===== src/hdl/fcms_cfg.svh =====
`ifndef FCMS_CFG_SVH
`define FCMS_CFG_SVH

`define FCMS_CLK_HZ 32'hee6b280
`define FCMS_CLK_KHZ 32'h3d090
`define FCMS_NUM_CH 3'h4

// Hold to start auto scan: 2 s
`define FCMS_HOLD_S 32'h2
`define FCMS_HOLD_CYC (`FCMS_HOLD_S * `FCMS_CLK_HZ)
// Auto scan dwell: 8 s
`define FCMS_DWELL_S 32'h8
`define FCMS_DWELL_CYC (`FCMS_DWELL_S * `FCMS_CLK_HZ)
// Relay settling after a press: 400 ms
`define FCMS_SETTLE_MS 32'h190
`define FCMS_SETTLE_CYC (`FCMS_SETTLE_MS * `FCMS_CLK_KHZ)
// Blink half period: 250 ms
`define FCMS_BLINK_MS 32'hfa
`define FCMS_BLINK_CYC (`FCMS_BLINK_MS * `FCMS_CLK_KHZ)
// Start-up step per indicator: 250 ms
`define FCMS_BOOT_MS 32'hfa
`define FCMS_BOOT_CYC (`FCMS_BOOT_MS * `FCMS_CLK_KHZ)
// Button debounce: 20 ms
`define FCMS_DEB_MS 32'h14
`define FCMS_DEB_CYC (`FCMS_DEB_MS * `FCMS_CLK_KHZ)

`endif


===== src/hdl/fcms_pkg.sv =====
package fcms_pkg;

  typedef enum logic [1:0] {PH_BOOT, PH_RUN, PH_HALT} fcms_phase_t;

  typedef struct packed {
    logic autoscan;
    logic [1:0] sel;
  } fcms_nv_t;

  typedef struct packed {
    logic pfail;
    logic [3:0] uv;
    logic btn;
  } fcms_in_t;

  typedef struct packed {
    fcms_in_t s1;
    fcms_in_t s2;
    fcms_in_t s3;
    fcms_in_t clean;
    logic [31:0] deb_cnt;
  } fcms_inp_state_t;

  typedef struct packed {
    fcms_phase_t phase;
    logic [1:0] sel;
    logic [1:0] route;
    logic autoscan;
    logic settle_pend;
    logic hold_done;
    logic btn_prev;
    logic [1:0] boot_idx;
    logic [31:0] tmr;
    logic [31:0] hold_cnt;
    logic [31:0] dwell;
    logic [31:0] blink_cnt;
    logic blink;
    logic [3:0] led;
    logic [3:0] relay;
    logic nv_write;
    fcms_nv_t nv_data;
  } fcms_state_t;

  function automatic logic [3:0] fcms_onehot(input logic [1:0] idx);
    fcms_onehot = 4'h1 << idx;
  endfunction : fcms_onehot

  function automatic logic [1:0] fcms_next_ch(input logic [1:0] idx);
    fcms_next_ch = idx + 2'h1;
  endfunction : fcms_next_ch

endpackage : fcms_pkg


===== src/hdl/fcms_inp.sv =====
`timescale 1ns/1ps
`include "fcms_cfg.svh"
module fcms_inp #(
  parameter logic [31:0] DEB_CYC = `FCMS_DEB_CYC
) (
  input wire logic clock,
  input wire logic rst_n,
  input wire fcms_pkg::fcms_in_t raw,
  output fcms_pkg::fcms_in_t clean
);
  import fcms_pkg::*;

  fcms_inp_state_t s;
  fcms_inp_state_t next_s;

  always_comb begin
    next_s = s;
    next_s.s1 = raw;
    next_s.s2 = s.s1;
    next_s.s3 = s.s2;
    // Levels count once the second and third stage agree
    next_s.clean.uv = (s.s2.uv & s.s3.uv) | (s.clean.uv & (s.s2.uv | s.s3.uv));
    next_s.clean.pfail = (s.s2.pfail == s.s3.pfail) ? s.s3.pfail : s.clean.pfail;
    // Contact bounce is filtered by requiring a stable new level for DEB_CYC
    if (s.s2.btn != s.s3.btn || s.s3.btn == s.clean.btn) begin
      next_s.deb_cnt = 32'h0;
    end else if (s.deb_cnt >= DEB_CYC - 32'h1) begin
      next_s.deb_cnt = 32'h0;
      next_s.clean.btn = s.s3.btn;
    end else begin
      next_s.deb_cnt = s.deb_cnt + 32'h1;
    end
  end

  always_ff @(posedge clock or negedge rst_n) begin
    if (!rst_n) begin
      s <= '0;
    end else begin
      s <= next_s;
    end
  end

  assign clean = s.clean;

endmodule : fcms_inp


===== src/hdl/fcms_top.sv =====
`timescale 1ns/1ps
`include "fcms_cfg.svh"
module fcms_top #(
  parameter logic [31:0] HOLD_CYC = `FCMS_HOLD_CYC,
  parameter logic [31:0] DWELL_CYC = `FCMS_DWELL_CYC,
  parameter logic [31:0] SETTLE_CYC = `FCMS_SETTLE_CYC,
  parameter logic [31:0] BLINK_CYC = `FCMS_BLINK_CYC,
  parameter logic [31:0] BOOT_CYC = `FCMS_BOOT_CYC,
  parameter logic [31:0] DEB_CYC = `FCMS_DEB_CYC
) (
  input wire logic CLOCK,
  input wire logic RST_N,
  input wire logic BUTTON,
  input wire logic [3:0] UNDER_VOLT,
  input wire logic POWER_FAIL,
  input wire fcms_pkg::fcms_nv_t NV_RESTORE,
  input wire logic NV_RESTORE_VALID,
  output logic [3:0] LED,
  output logic [3:0] RELAY,
  output logic NV_WRITE,
  output fcms_pkg::fcms_nv_t NV_WDATA,
  output logic AUTOSCAN
);
  import fcms_pkg::*;

  fcms_in_t raw;
  fcms_in_t clean;
  fcms_state_t s;
  fcms_state_t next_s;
  logic press;
  logic release_evt;

  assign raw = '{pfail: POWER_FAIL, uv: UNDER_VOLT, btn: BUTTON};

  fcms_inp #(
    .DEB_CYC(DEB_CYC)
  ) u_inp (
    .clock(CLOCK),
    .rst_n(RST_N),
    .raw(raw),
    .clean(clean)
  );

  assign press = clean.btn & ~s.btn_prev;
  assign release_evt = ~clean.btn & s.btn_prev;

  always_comb begin
    next_s = s;
    next_s.nv_write = 1'b0;
    next_s.btn_prev = clean.btn;
    // Free-running blink phase shared by all flashing indicators
    if (s.blink_cnt >= BLINK_CYC - 32'h1) begin
      next_s.blink_cnt = 32'h0;
      next_s.blink = ~s.blink;
    end else begin
      next_s.blink_cnt = s.blink_cnt + 32'h1;
    end
    case (s.phase)
      PH_BOOT: begin
        next_s.led = fcms_onehot(s.boot_idx);
        next_s.relay = 4'h0;
        if (s.tmr >= BOOT_CYC - 32'h1) begin
          next_s.tmr = 32'h0;
          if (s.boot_idx == 2'h3) begin
            // Storage is read at the end of the sequence, well after reset release
            next_s.phase = PH_RUN;
            if (NV_RESTORE_VALID) begin
              next_s.sel = NV_RESTORE.sel;
              next_s.route = NV_RESTORE.sel;
              next_s.autoscan = NV_RESTORE.autoscan;
            end
            next_s.dwell = 32'h0;
            next_s.hold_done = clean.btn;
          end else begin
            next_s.boot_idx = s.boot_idx + 2'h1;
          end
        end else begin
          next_s.tmr = s.tmr + 32'h1;
        end
      end
      PH_RUN: begin
        if (clean.pfail) begin
          next_s.phase = PH_HALT;
          next_s.nv_write = 1'b1;
          next_s.nv_data = '{autoscan: s.autoscan, sel: s.sel};
        end
        // Hold timing; a hold that fires is not also a short press
        if (press) begin
          next_s.hold_cnt = 32'h0;
          next_s.hold_done = 1'b0;
        end else if (clean.btn && !s.hold_done) begin
          if (s.hold_cnt >= HOLD_CYC - 32'h1) begin
            next_s.hold_done = 1'b1;
            next_s.autoscan = 1'b1;
            next_s.dwell = 32'h0;
          end else begin
            next_s.hold_cnt = s.hold_cnt + 32'h1;
          end
        end
        if (release_evt && !s.hold_done) begin
          next_s.sel = fcms_next_ch(s.sel);
          next_s.autoscan = 1'b0;
          next_s.settle_pend = 1'b1;
          next_s.tmr = 32'h0;
        end else if (s.settle_pend) begin
          if (s.tmr >= SETTLE_CYC - 32'h1) begin
            next_s.settle_pend = 1'b0;
            next_s.route = s.sel;
          end else begin
            next_s.tmr = s.tmr + 32'h1;
          end
        end else if (s.autoscan) begin
          if (s.dwell >= DWELL_CYC - 32'h1) begin
            next_s.dwell = 32'h0;
            next_s.sel = fcms_next_ch(s.sel);
            next_s.route = fcms_next_ch(s.sel);
          end else begin
            next_s.dwell = s.dwell + 32'h1;
          end
        end
        // Only the selected circuit lights steady; a low supply flashes instead
        for (int i = 0; i < 4; i++) begin
          next_s.led[i] = clean.uv[i] ? s.blink : (s.sel == i[1:0]);
        end
        next_s.relay = fcms_onehot(s.route);
      end
      PH_HALT: begin
        // Holds the saved state until the supply collapses and resets the block
        next_s.relay = fcms_onehot(s.route);
      end
      default: begin
        next_s.phase = PH_BOOT;
      end
    endcase
  end

  always_ff @(posedge CLOCK or negedge RST_N) begin
    if (!RST_N) begin
      s <= '0;
    end else begin
      s <= next_s;
    end
  end

  assign LED = s.led;
  assign RELAY = s.relay;
  assign NV_WRITE = s.nv_write;
  assign NV_WDATA = s.nv_data;
  assign AUTOSCAN = s.autoscan;

endmodule : fcms_top


===== config.mk =====
export PLATFORM = sky130hd
export DESIGN_NAME = fcms_top
export DESIGN_NICKNAME = d
export VERILOG_FILES = /design/src/hdl/fcms_pkg.sv /design/src/hdl/fcms_inp.sv /design/src/hdl/fcms_top.sv
export VERILOG_INCLUDE_DIRS = /design/src /design/src/hdl
export SDC_FILE = /design/constraint.sdc
export NUM_CORES = 1
export LEC_CHECK = 0
export ABC_CLOCK_PERIOD_IN_PS = 2800
export BUFFER_PORTS_ARGS = -buffer_cell sky130_fd_sc_hd__buf_2
export CORE_MARGIN = 3
export CORE_UTILIZATION = 45
export CTS_CLUSTER_SIZE = 25
export DETAILED_ROUTE_END_ITERATION = 7
export PLACE_DENSITY = 0.6
export SKIP_CTS_REPAIR_TIMING = 1
export SKIP_LAST_GASP = 1
export SYNTH_ARGS = -nofsm -noshare
export SYNTH_HDL_FRONTEND = slang
export SYNTH_SLANG_ARGS = --single-unit
export TNS_END_PERCENT = 10

===== constraint.sdc =====
create_clock -name CLOCK -period 2.8 [get_ports CLOCK]
set_clock_uncertainty 0.2 [all_clocks]
set_input_delay 0.28 -clock CLOCK [delete_from_list [all_inputs] [get_ports CLOCK]]
set_output_delay 0.28 -clock CLOCK [all_outputs]
set_load 0.05 [all_outputs]

# Yosys cells after proc, flatten, opt, wreduce, memory -nomap -nowiden
# Index checks and enable logic that the tools add are counted.
# word_totals
reg_bits	209
input_bits	12
output_inout_bits	13
wordCells	159
# classes
n_addsub	7
n_lt_le_gt_ge	6
n_eq_ne	28
shift	2
muxes	52
bitwise	12
reduce_logical	21
# op_table
operator	n
two-way mux 32 bit	17
adder 32 x 1 -> 32 bit, second input constant	5
one-hot mux 32 bit (2 select lines)	2
greater-or-equal comparator 32 x 26 -> 1 bit, second input constant	2
two-way mux 64 bit	1
!= test 3 bit, second input constant	13
greater-or-equal comparator 32 x 23 -> 1 bit, second input constant	1
greater-or-equal comparator 32 x 27 -> 1 bit, second input constant	1
greater-or-equal comparator 32 x 29 -> 1 bit, second input constant	1
greater-or-equal comparator 32 x 31 -> 1 bit, second input constant	1
two-way mux 4 bit	4
one-hot mux 4 bit (2 select lines)	2
two-way mux 1 bit	14
two-way mux 7 bit	2
AND reduction 7 bit	2
two-way mux 2 bit	6
AND reduction 3 bit	4
!= test 2 bit, second input constant	5
one-hot mux 5 bit (2 select lines)	1
AND 4 bit	2
== test 2 bit, second input constant	4
bitwise OR 4 bit	2
AND reduction 8 bit	1
left shift 1 x 2 -> 4 bit, first input constant	2
19 further kinds	33

# Depth between registers and ports, before layout
# Gate-level depths: netlist of the first run.
# logic_depth
word_depth	8
depth_mapped	10
mapped_depth_nobuf	8

# Cells and area by module
# From an unflattened synthesis of the first run, not the netlist that was laid out.
# hier_totals
hier_cells	1104
hier_area_um2	10654.0
# modules_own_cells
mod	instances	cells_per_inst	area_per_inst_um2	seq_area_each_um2
fcms_top	1	923	8424.3	3828.7
fcms_inp	1	181	2229.6	1401.3

# Worst setup path after synthesis of the first run
# OpenSTA, ideal clock, no wires.
# synth_path
path_type	reg-to-reg
startpoint	register s[45] (netlist name)
endpoint	register s[147] (netlist name)
setup_ns	0.128
arrival_time_ns	2.359
required_time_ns	2.472
slack_ns	0.113
path_stages_with_launch	8
n_path_buf	0
period_less_slack_ns	2.687
cell_sequence	dfrtp_1 > ha_1 > nand4_4 > or4_4 > a2111oi_2 > nor4_1 > a211oi_2 > mux2_1
# synth_via
elab_chain_len	3
# synth_lines
item	line_no	text
start, declared	fcms_top.sv:28	fcms_state_t s;
start signal, assigned	fcms_top.sv:141	s <= next_s;
greater-or-equal comparator 32 x 31 -> 1 bit	fcms_top.sv:113	if (s.dwell >= DWELL_CYC - 32'h1) begin
!= test 3 bit (no line)	--	
AND reduction 8 bit (no line)	--	
# Every way passes these cells.
# A chain may end at the register's enable or synchronous reset.

# Worst setup path after layout of the first run
# layout_path
startpoint	register s[77] (netlist name)
endpoint	register s[59] (netlist name)
# layout_via
elab_chain_len	8
# layout_lines
item	line_no	text
greater-or-equal comparator 32 x 29 -> 1 bit (*)	fcms_top.sv:92	if (s.hold_cnt >= HOLD_CYC - 32'h1) begin
two-way mux 32 bit (*)	fcms_top.sv:92	
two-way mux 64 bit (*)	fcms_top.sv:91	end else if (clean.btn && !s.hold_done) begin
two-way mux 32 bit (*)	fcms_top.sv:88	if (press) begin
two-way mux 32 bit	fcms_top.sv:112	end else if (s.autoscan) begin
two-way mux 32 bit	fcms_top.sv:105	end else if (s.settle_pend) begin
two-way mux 32 bit (*)	fcms_top.sv:100	if (release_evt && !s.hold_done) begin
one-hot mux 32 bit (2 select lines) (*)	fcms_top.sv:58	case (s.phase)
# Every way passes the cells marked *; elsewhere a longest branch is shown, timed or not. The select of a mux whose other input is x is not followed.

==> results.yml, run 1 <==
clock_tree:
  cts-root-buf: "clkbuf_16"
  cts.sinks: 209
  path_clk_slew_ns: 0.06
  htreeDepth: 1
  worstSkewPairLatency_ns: 0.52
  max-clock-path-buffers: 3
  cts-buffers-inserted: 24
  tritoncts: "done"
timing:
  min_period_over_period: 0.972
  hold_ws_ns: 0.147
  tightestPinTransition_ns: 0.644
  period_minus_slack_ns: 2.72
  fin_ws_ns: 0.0784
  setup_viol: 0
  finalSetupTns_ns: 0
  max_freq_mhz: 367
  finalHoldViolCount: 0
  drv_slew: 0
  relSlewSlack: 0.570
  rsz0062_at_grt: "yes"
synth:
  ys.flop_type: "dfrtp_1"
  ys_seq_area_frac: 0.486
  ys_async_sr_fraction: 1.00
  syn-instance-count: 1114
  syn_area_per_cell_um2: 9.66
  synth_warnings: 0
  synth_edf_count: 0
  synth_cell_types: 83
  syn_area_um2: 10800
  synth-seq-cells: 209
power:
  switchingPower_mw: 1.38
  p_leak_nw: 5.28
  power_density_nw_per_um2: 503
  power.internal_mw: 4.91
  ir_drop_v: 0.000449
  seqPwrFrac: 0.492
  pwr-share-clk: 0.483
  p_comb_frac: 0.025
  switching_share: 0.220
place:
  port-buffer-count: 24
  dp.cells: 1475
  place_ws_ns: 0.0777
  dp_hpwl_um: 16400
  place.gp.congestion: 0.841
die:
  fp-row-count: 55
  die_h_um: 161
  die_w_um: 161
  io_pins: 25
  die_area_um2: 25800
  core-area_um2: 23100
  start_util: 0.467
setup_path:
  critical_path.top_delay_family: "compound AO/OA/AOI/OAI gates"
  rrSetupSlack_ns: 0.08
  worst_setup_path_end_kind: "register"
  reg2regPathDepth: 8
  critPathMaxFanout: 23
  r2r-end: "s[59]"
  cp.required_ns: 2.99
  critPathMaxStageDelay_ns: 0.53
  start_kind: "register"
  regToRegStartpoint: "s[77]"
  cp-startpoint: "s[77]"
  arrival_ns: 2.91
  crit_chain: "ha_1, and2_1, nand3_1, a2111o_1, a41o_1, nor2_1, buf_12, a31oi_1"
  crit_type: "reg2reg"
  crit_slowest_cell: "a2111o_1"
  path_buf_inv: 1
final_layout:
  antennaDiodeCount: 0
  drive_above_1_share: 0.133
  fin_nets: 1227
  final_cells: 1526
  fin_util: 0.543
  area_growth_pct: 16.3
routing:
  route.detailed.drc: 0
  wl_per_cell_um: 15.8
  vias_per_cell: 5.60
  drtIter0Drc: 558
  dr.pass1.iters: 4
  ant_nets: 0
  totalWireLength_um: 24100
  vias: 8547
global_routing:
  antenna_found_initial: 0
  grt_pass1_vias: 8451
  grt_max_degree: 79
  grt_usage: 0.189
  grt_pass1_wl_um: 41600
  grt_overflow_total: 0
job:
  max_cap_violations: 0
status:
  outcome: "complete, no violations"
hold_path:
  min_path_type: "in2async"
[logic make-up (layout without fill, tap and decap cells)]
group,Yosys count,in the layout,share of synthesized area
and+or+nand+nor,477,477,0.235
adders and majority gates,22,22,0.0244
xor gates and xnor gates,53,53,0.0431
AOI/OAI and AO/OA,253,253,0.160
buffers and inverters,83,168,0.0348
muxes,16,16,0.0155
other,1,15,0.000349
DFF,209,209,0.486
[layer usage]
layer  part of all wire  up-vias  GRT usage
met5                  0        -          0
met4              0.019        0     0.0458
met3              0.033       32     0.0276
met2               0.46      131      0.304
met1               0.49     4152      0.271
li1                   -     4232          -
[layout make-up]
cell class | count | area [µm²]
multi-input cells | 836 | 5240
repair buffers | 94 | 768
fillers | 2119 | 10500
flip-flops and latches | 209 | 5230
clock buffers | 34 | 688
inverters | 33 | 124
clock inverters | 7 | 71.3
well taps | 313 | 392
[registers in the layout (all words and copies together), names as in the netlist]
name,cells
NV_WRITE,1
s,140
RELAY,4
NV_WDATA,3
u_inp.next_s,12
u_inp.clean,6
AUTOSCAN,1
LED,4
u_inp.s,38
[power groups by stage]
| stage | sequential (mW) | clock, mW | combinational, mW |
|---|---|---|---|
| 2_1_floorplan | 3.14 | 0 | 0.0536 |
| 3_3_place_gp | 3.16 | 0 | 0.149 |
| 3_5_place_dp | 3.16 | 0 | 0.150 |
| 4_1_cts | 3.10 | 3.13 | 0.151 |
| 5_1_grt | 3.11 | 3.24 | 0.182 |
| 6_report | 3.10 | 3.04 | 0.156 |
[cell usage in the layout (no fill, tap or decap), types with 11 or more instances in the layout]
master and count:
a211oi_1 12, a21oi_1 35, a22o_1 12, a31oi_1 48, and3_1 34, buf_2 23, buf_4 53, clkbuf_16 24
conb_1 15, dfrtp_1 209, ha_1 16, inv_1 33, mux2i_1 11, nand2_1 86, nand2b_1 15, nand3_1 60
nand4_1 28, nor2_1 113, nor2b_1 15, nor3_1 24, o21ai_0 67, o31ai_1 13, or3_1 21, or4_1 15
xnor2_1 23, xor2_1 30
[worst max path at each step]
| stage | endpoint | slack [ns] | depth (start not counted) |
|---|---|---|---|
| final | s[59] | 0.08 | 8 |
| after global routing | s[71] | -0.06 | 9 |
| after CTS | s[71] | 0.05 | 9 |
| after detailed placement | s[71] | 0.08 | 9 |
| after global placement | s[151] | 0.13 | 7 |
| after floorplan | s[147] | 0.11 | 7 |
[synth_stat cells, types with 3 or more instances]
cell | n | area [µm²]
xor2_1 | 30 | 263
and4_1 | 9 | 78.8
a21oi_1 | 36 | 180
xnor2_1 | 23 | 201
nand2_1 | 86 | 323
or4_1 | 15 | 113
o2111ai_1 | 3 | 26.3
o2bb2ai_1 | 3 | 26.3
mux2i_1 | 11 | 110
dfrtp_1 | 209 | 5230
nor3b_1 | 7 | 52.6
a211o_1 | 4 | 35.0
o211ai_1 | 5 | 37.5
a31oi_1 | 48 | 300
nand4_1 | 28 | 175
or3_1 | 21 | 131
nor3_1 | 24 | 120
nand2b_1 | 15 | 93.8
maj3_1 | 5 | 50.1
a211oi_1 | 13 | 97.6
ha_1 | 17 | 213
or4_4 | 5 | 56.3
o31ai_1 | 13 | 97.6
and2_1 | 10 | 62.6
nand3b_1 | 3 | 22.5
a31o_2 | 3 | 26.3
or2_2 | 4 | 25.0
o21a_1 | 3 | 22.5
nand3_1 | 60 | 300
o21ai_0 | 67 | 335
a22o_1 | 12 | 105
a21o_1 | 5 | 37.5
nor4_1 | 10 | 62.6
buf_2 | 16 | 80.1
nor2b_1 | 15 | 93.8
nor2_1 | 113 | 424
mux2_2 | 4 | 45.0
a41oi_1 | 6 | 52.6
buf_4 | 11 | 82.6
and3_1 | 34 | 213
clkbuf_1 | 22 | 82.6
inv_1 | 33 | 124
[per-stage QoR]
stage	total power [mW]	cell area, µm²
2_1_floorplan	3.19	10800
3_3_place_gp	3.30	11600
3_5_place_dp	3.31	11600
4_1_cts	6.38	12400
5_1_grt	6.53	12500
6_report	6.30	12500
Power figures use the tool's default switching activity.
==> inputs of run 2 (changes only) <==
CORE_ASPECT_RATIO = 0.5   (was not set)
GPL_TIMING_DRIVEN = 0   (was not set)
==> results.yml, run 2 (synthesis gave the netlist of run 1 again) <==
status:
  outcome: "complete, but fails checks"
  violations: "negative hold slack"
final_layout:
  drive_above_1_share: 0.148
  largest_reg_flops: 140
  final_cell_mix: "dfrtp_1 (208), nor2_1 (112), nand2_1 (86)"
  area_growth_pct: 16.2
  antennaDiodeCount: 0
  mostFrequentLayoutCell: "dfrtp_1"
  largest-register: "s"
  fin_nets: 1237
  fin_util: 0.541
timing:
  finalSetupTns_ns: 0
  hold_ws_ns: -0.0567
  setup_viol: 0
  tightestPinTransition_ns: 0.957
  drv_slew: 0
  relSlewSlack: 0.356
  fin_ws_ns: 0.0186
  rsz0062_at_grt: "yes"
  finalHoldViolCount: 2
  min_period_over_period: 0.993
  max_freq_mhz: 360
  period_minus_slack_ns: 2.78
global_routing:
  grt_pass1_wl_um: 41500
  met3_usage: 0.0309
  grt_usage: 0.192
  grt_use_met2: 0.298
  grt_most_used_layer: "met2"
  grt_overflow_total: 0
  grt_max_degree: 115
  grt_use_met1: 0.285
  grt_pass1_vias: 8334
  antenna_found_initial: 0
die:
  die_h_um: 115
  die_w_um: 225
  die_area_um2: 25900
  fp-row-count: 39
  core-area_um2: 23100
  io_pins: 25
  start_util: 0.465
hold_path:
  hold_depth: 4
  min_path_type: "in2reg"
  holdCritStartpoint: "NV_RESTORE[0]"
  hold-path-endpoint: "s[149]"
routing:
  vias: 8833
  vias_per_cell: 5.79
  wl_per_cell_um: 16.4
  route.detailed.drc: 0
  totalWireLength_um: 25000
  drtIter0Drc: 664
  dr.pass1.iters: 7
  ant_nets: 0
setup_path:
  worst_setup_path_end_kind: "register"
  cp.required_ns: 3.04
  crit_type: "reg2reg"
  regToRegStartpoint: "s[137]"
  reg2regPathDepth: 7
  crit_chain: "or4_4, a2111oi_4, buf_4, o211a_4, nor2_4, or4_4, a21oi_2"
  cp-startpoint: "s[137]"
  critPathMaxFanout: 10
  start_kind: "register"
  arrival_ns: 3.02
  rrSetupSlack_ns: 0.02
  crit_top_cell: "or4_4"
  critPathMaxStageDelay_ns: 0.58
  crit_slowest_cell: "or4_4"
  r2r-end: "s[121]"
place:
  place_ws_ns: -0.317
  dp_hpwl_um: 16700
  place.gp.congestion: 0.811
  port-buffer-count: 24
clock_tree:
  tritoncts: "done"
  cts.sinks: 209
  path_clk_slew_ns: 0.07
  max-clock-path-buffers: 3
  cts-buffers-inserted: 21
  cts-root-buf: "clkbuf_16"
  worstSkewPairLatency_ns: 0.51
  htreeDepth: 1
power:
  power.internal_mw: 4.59
  seqPwrFrac: 0.525
  switchingPower_mw: 1.31
  total_power_mw: 5.90
  ir_drop_v: 0.000288
  p_leak_nw: 5.25
  pwr-share-clk: 0.449
  p_comb_frac: 0.025
  switching_share: 0.221
  power_density_nw_per_um2: 472
job:
  max_cap_violations: 0
## run 2: worst max path at each step
stage                            end  slack (ns)  depth (start not counted)
after CTS                 u_inp.s[4]       -0.34                          8
after global routing           s[95]       -0.09                          7
final                         s[121]        0.02                          7
after detailed placement  u_inp.s[4]       -0.32                          8
after global placement         s[29]       -2.37                          1
after floorplan               s[147]        0.11                          7
## run 2: layout make-up
| cell class | instances | area [µm²] |
|---|---|---|
| clock buffers | 31 | 603 |
| repair buffers | 58 | 428 |
| plain buffers | 49 | 297 |
| well taps | 307 | 384 |
| fillers | 2068 | 10600 |
| inverters | 33 | 124 |
| multi-input cells | 836 | 5420 |
| clock inverters | 3 | 17.5 |
| flip-flops and latches | 209 | 5230 |
## run 2: layer usage
layer | routed length [µm] | vias to the layer above
met4 | 448 | 0
met3 | 1070 | 35
li1 | - | 4248
met1 | 12400 | 4363
met2 | 11100 | 187
met5 | 0 | -
## run 2: stage by stage
step	instances	hold slack [ns]	area (µm²)
floorplan	1128	-0.216	10800
CTS	1494	-0.381	12000
detailed placement	1460	0.135	11400
finish	1526	-0.0567	12500
global route	1526	0.00489	12500
global placement	1459	0.134	11300
## run 2: power by group through the flow
stage	Clock, mW	Sequential [mW]	Combinational, mW
finish	2.65	3.10	0.149
global route	2.85	3.10	0.173
CTS	2.72	3.10	0.144
detailed placement	0	3.15	0.143
global placement	0	3.15	0.134
floorplan	0	3.14	0.0536
## run 2: worst max-delay path, delay by kind of cell, from the launching register on
family                 cells  cell delay [ns]
AO/OA/AOI/OAI              3             0.74
buffers and inverters      1             0.19
flip-flops                 1             0.40
AND/OR/NAND/NOR            3             1.19
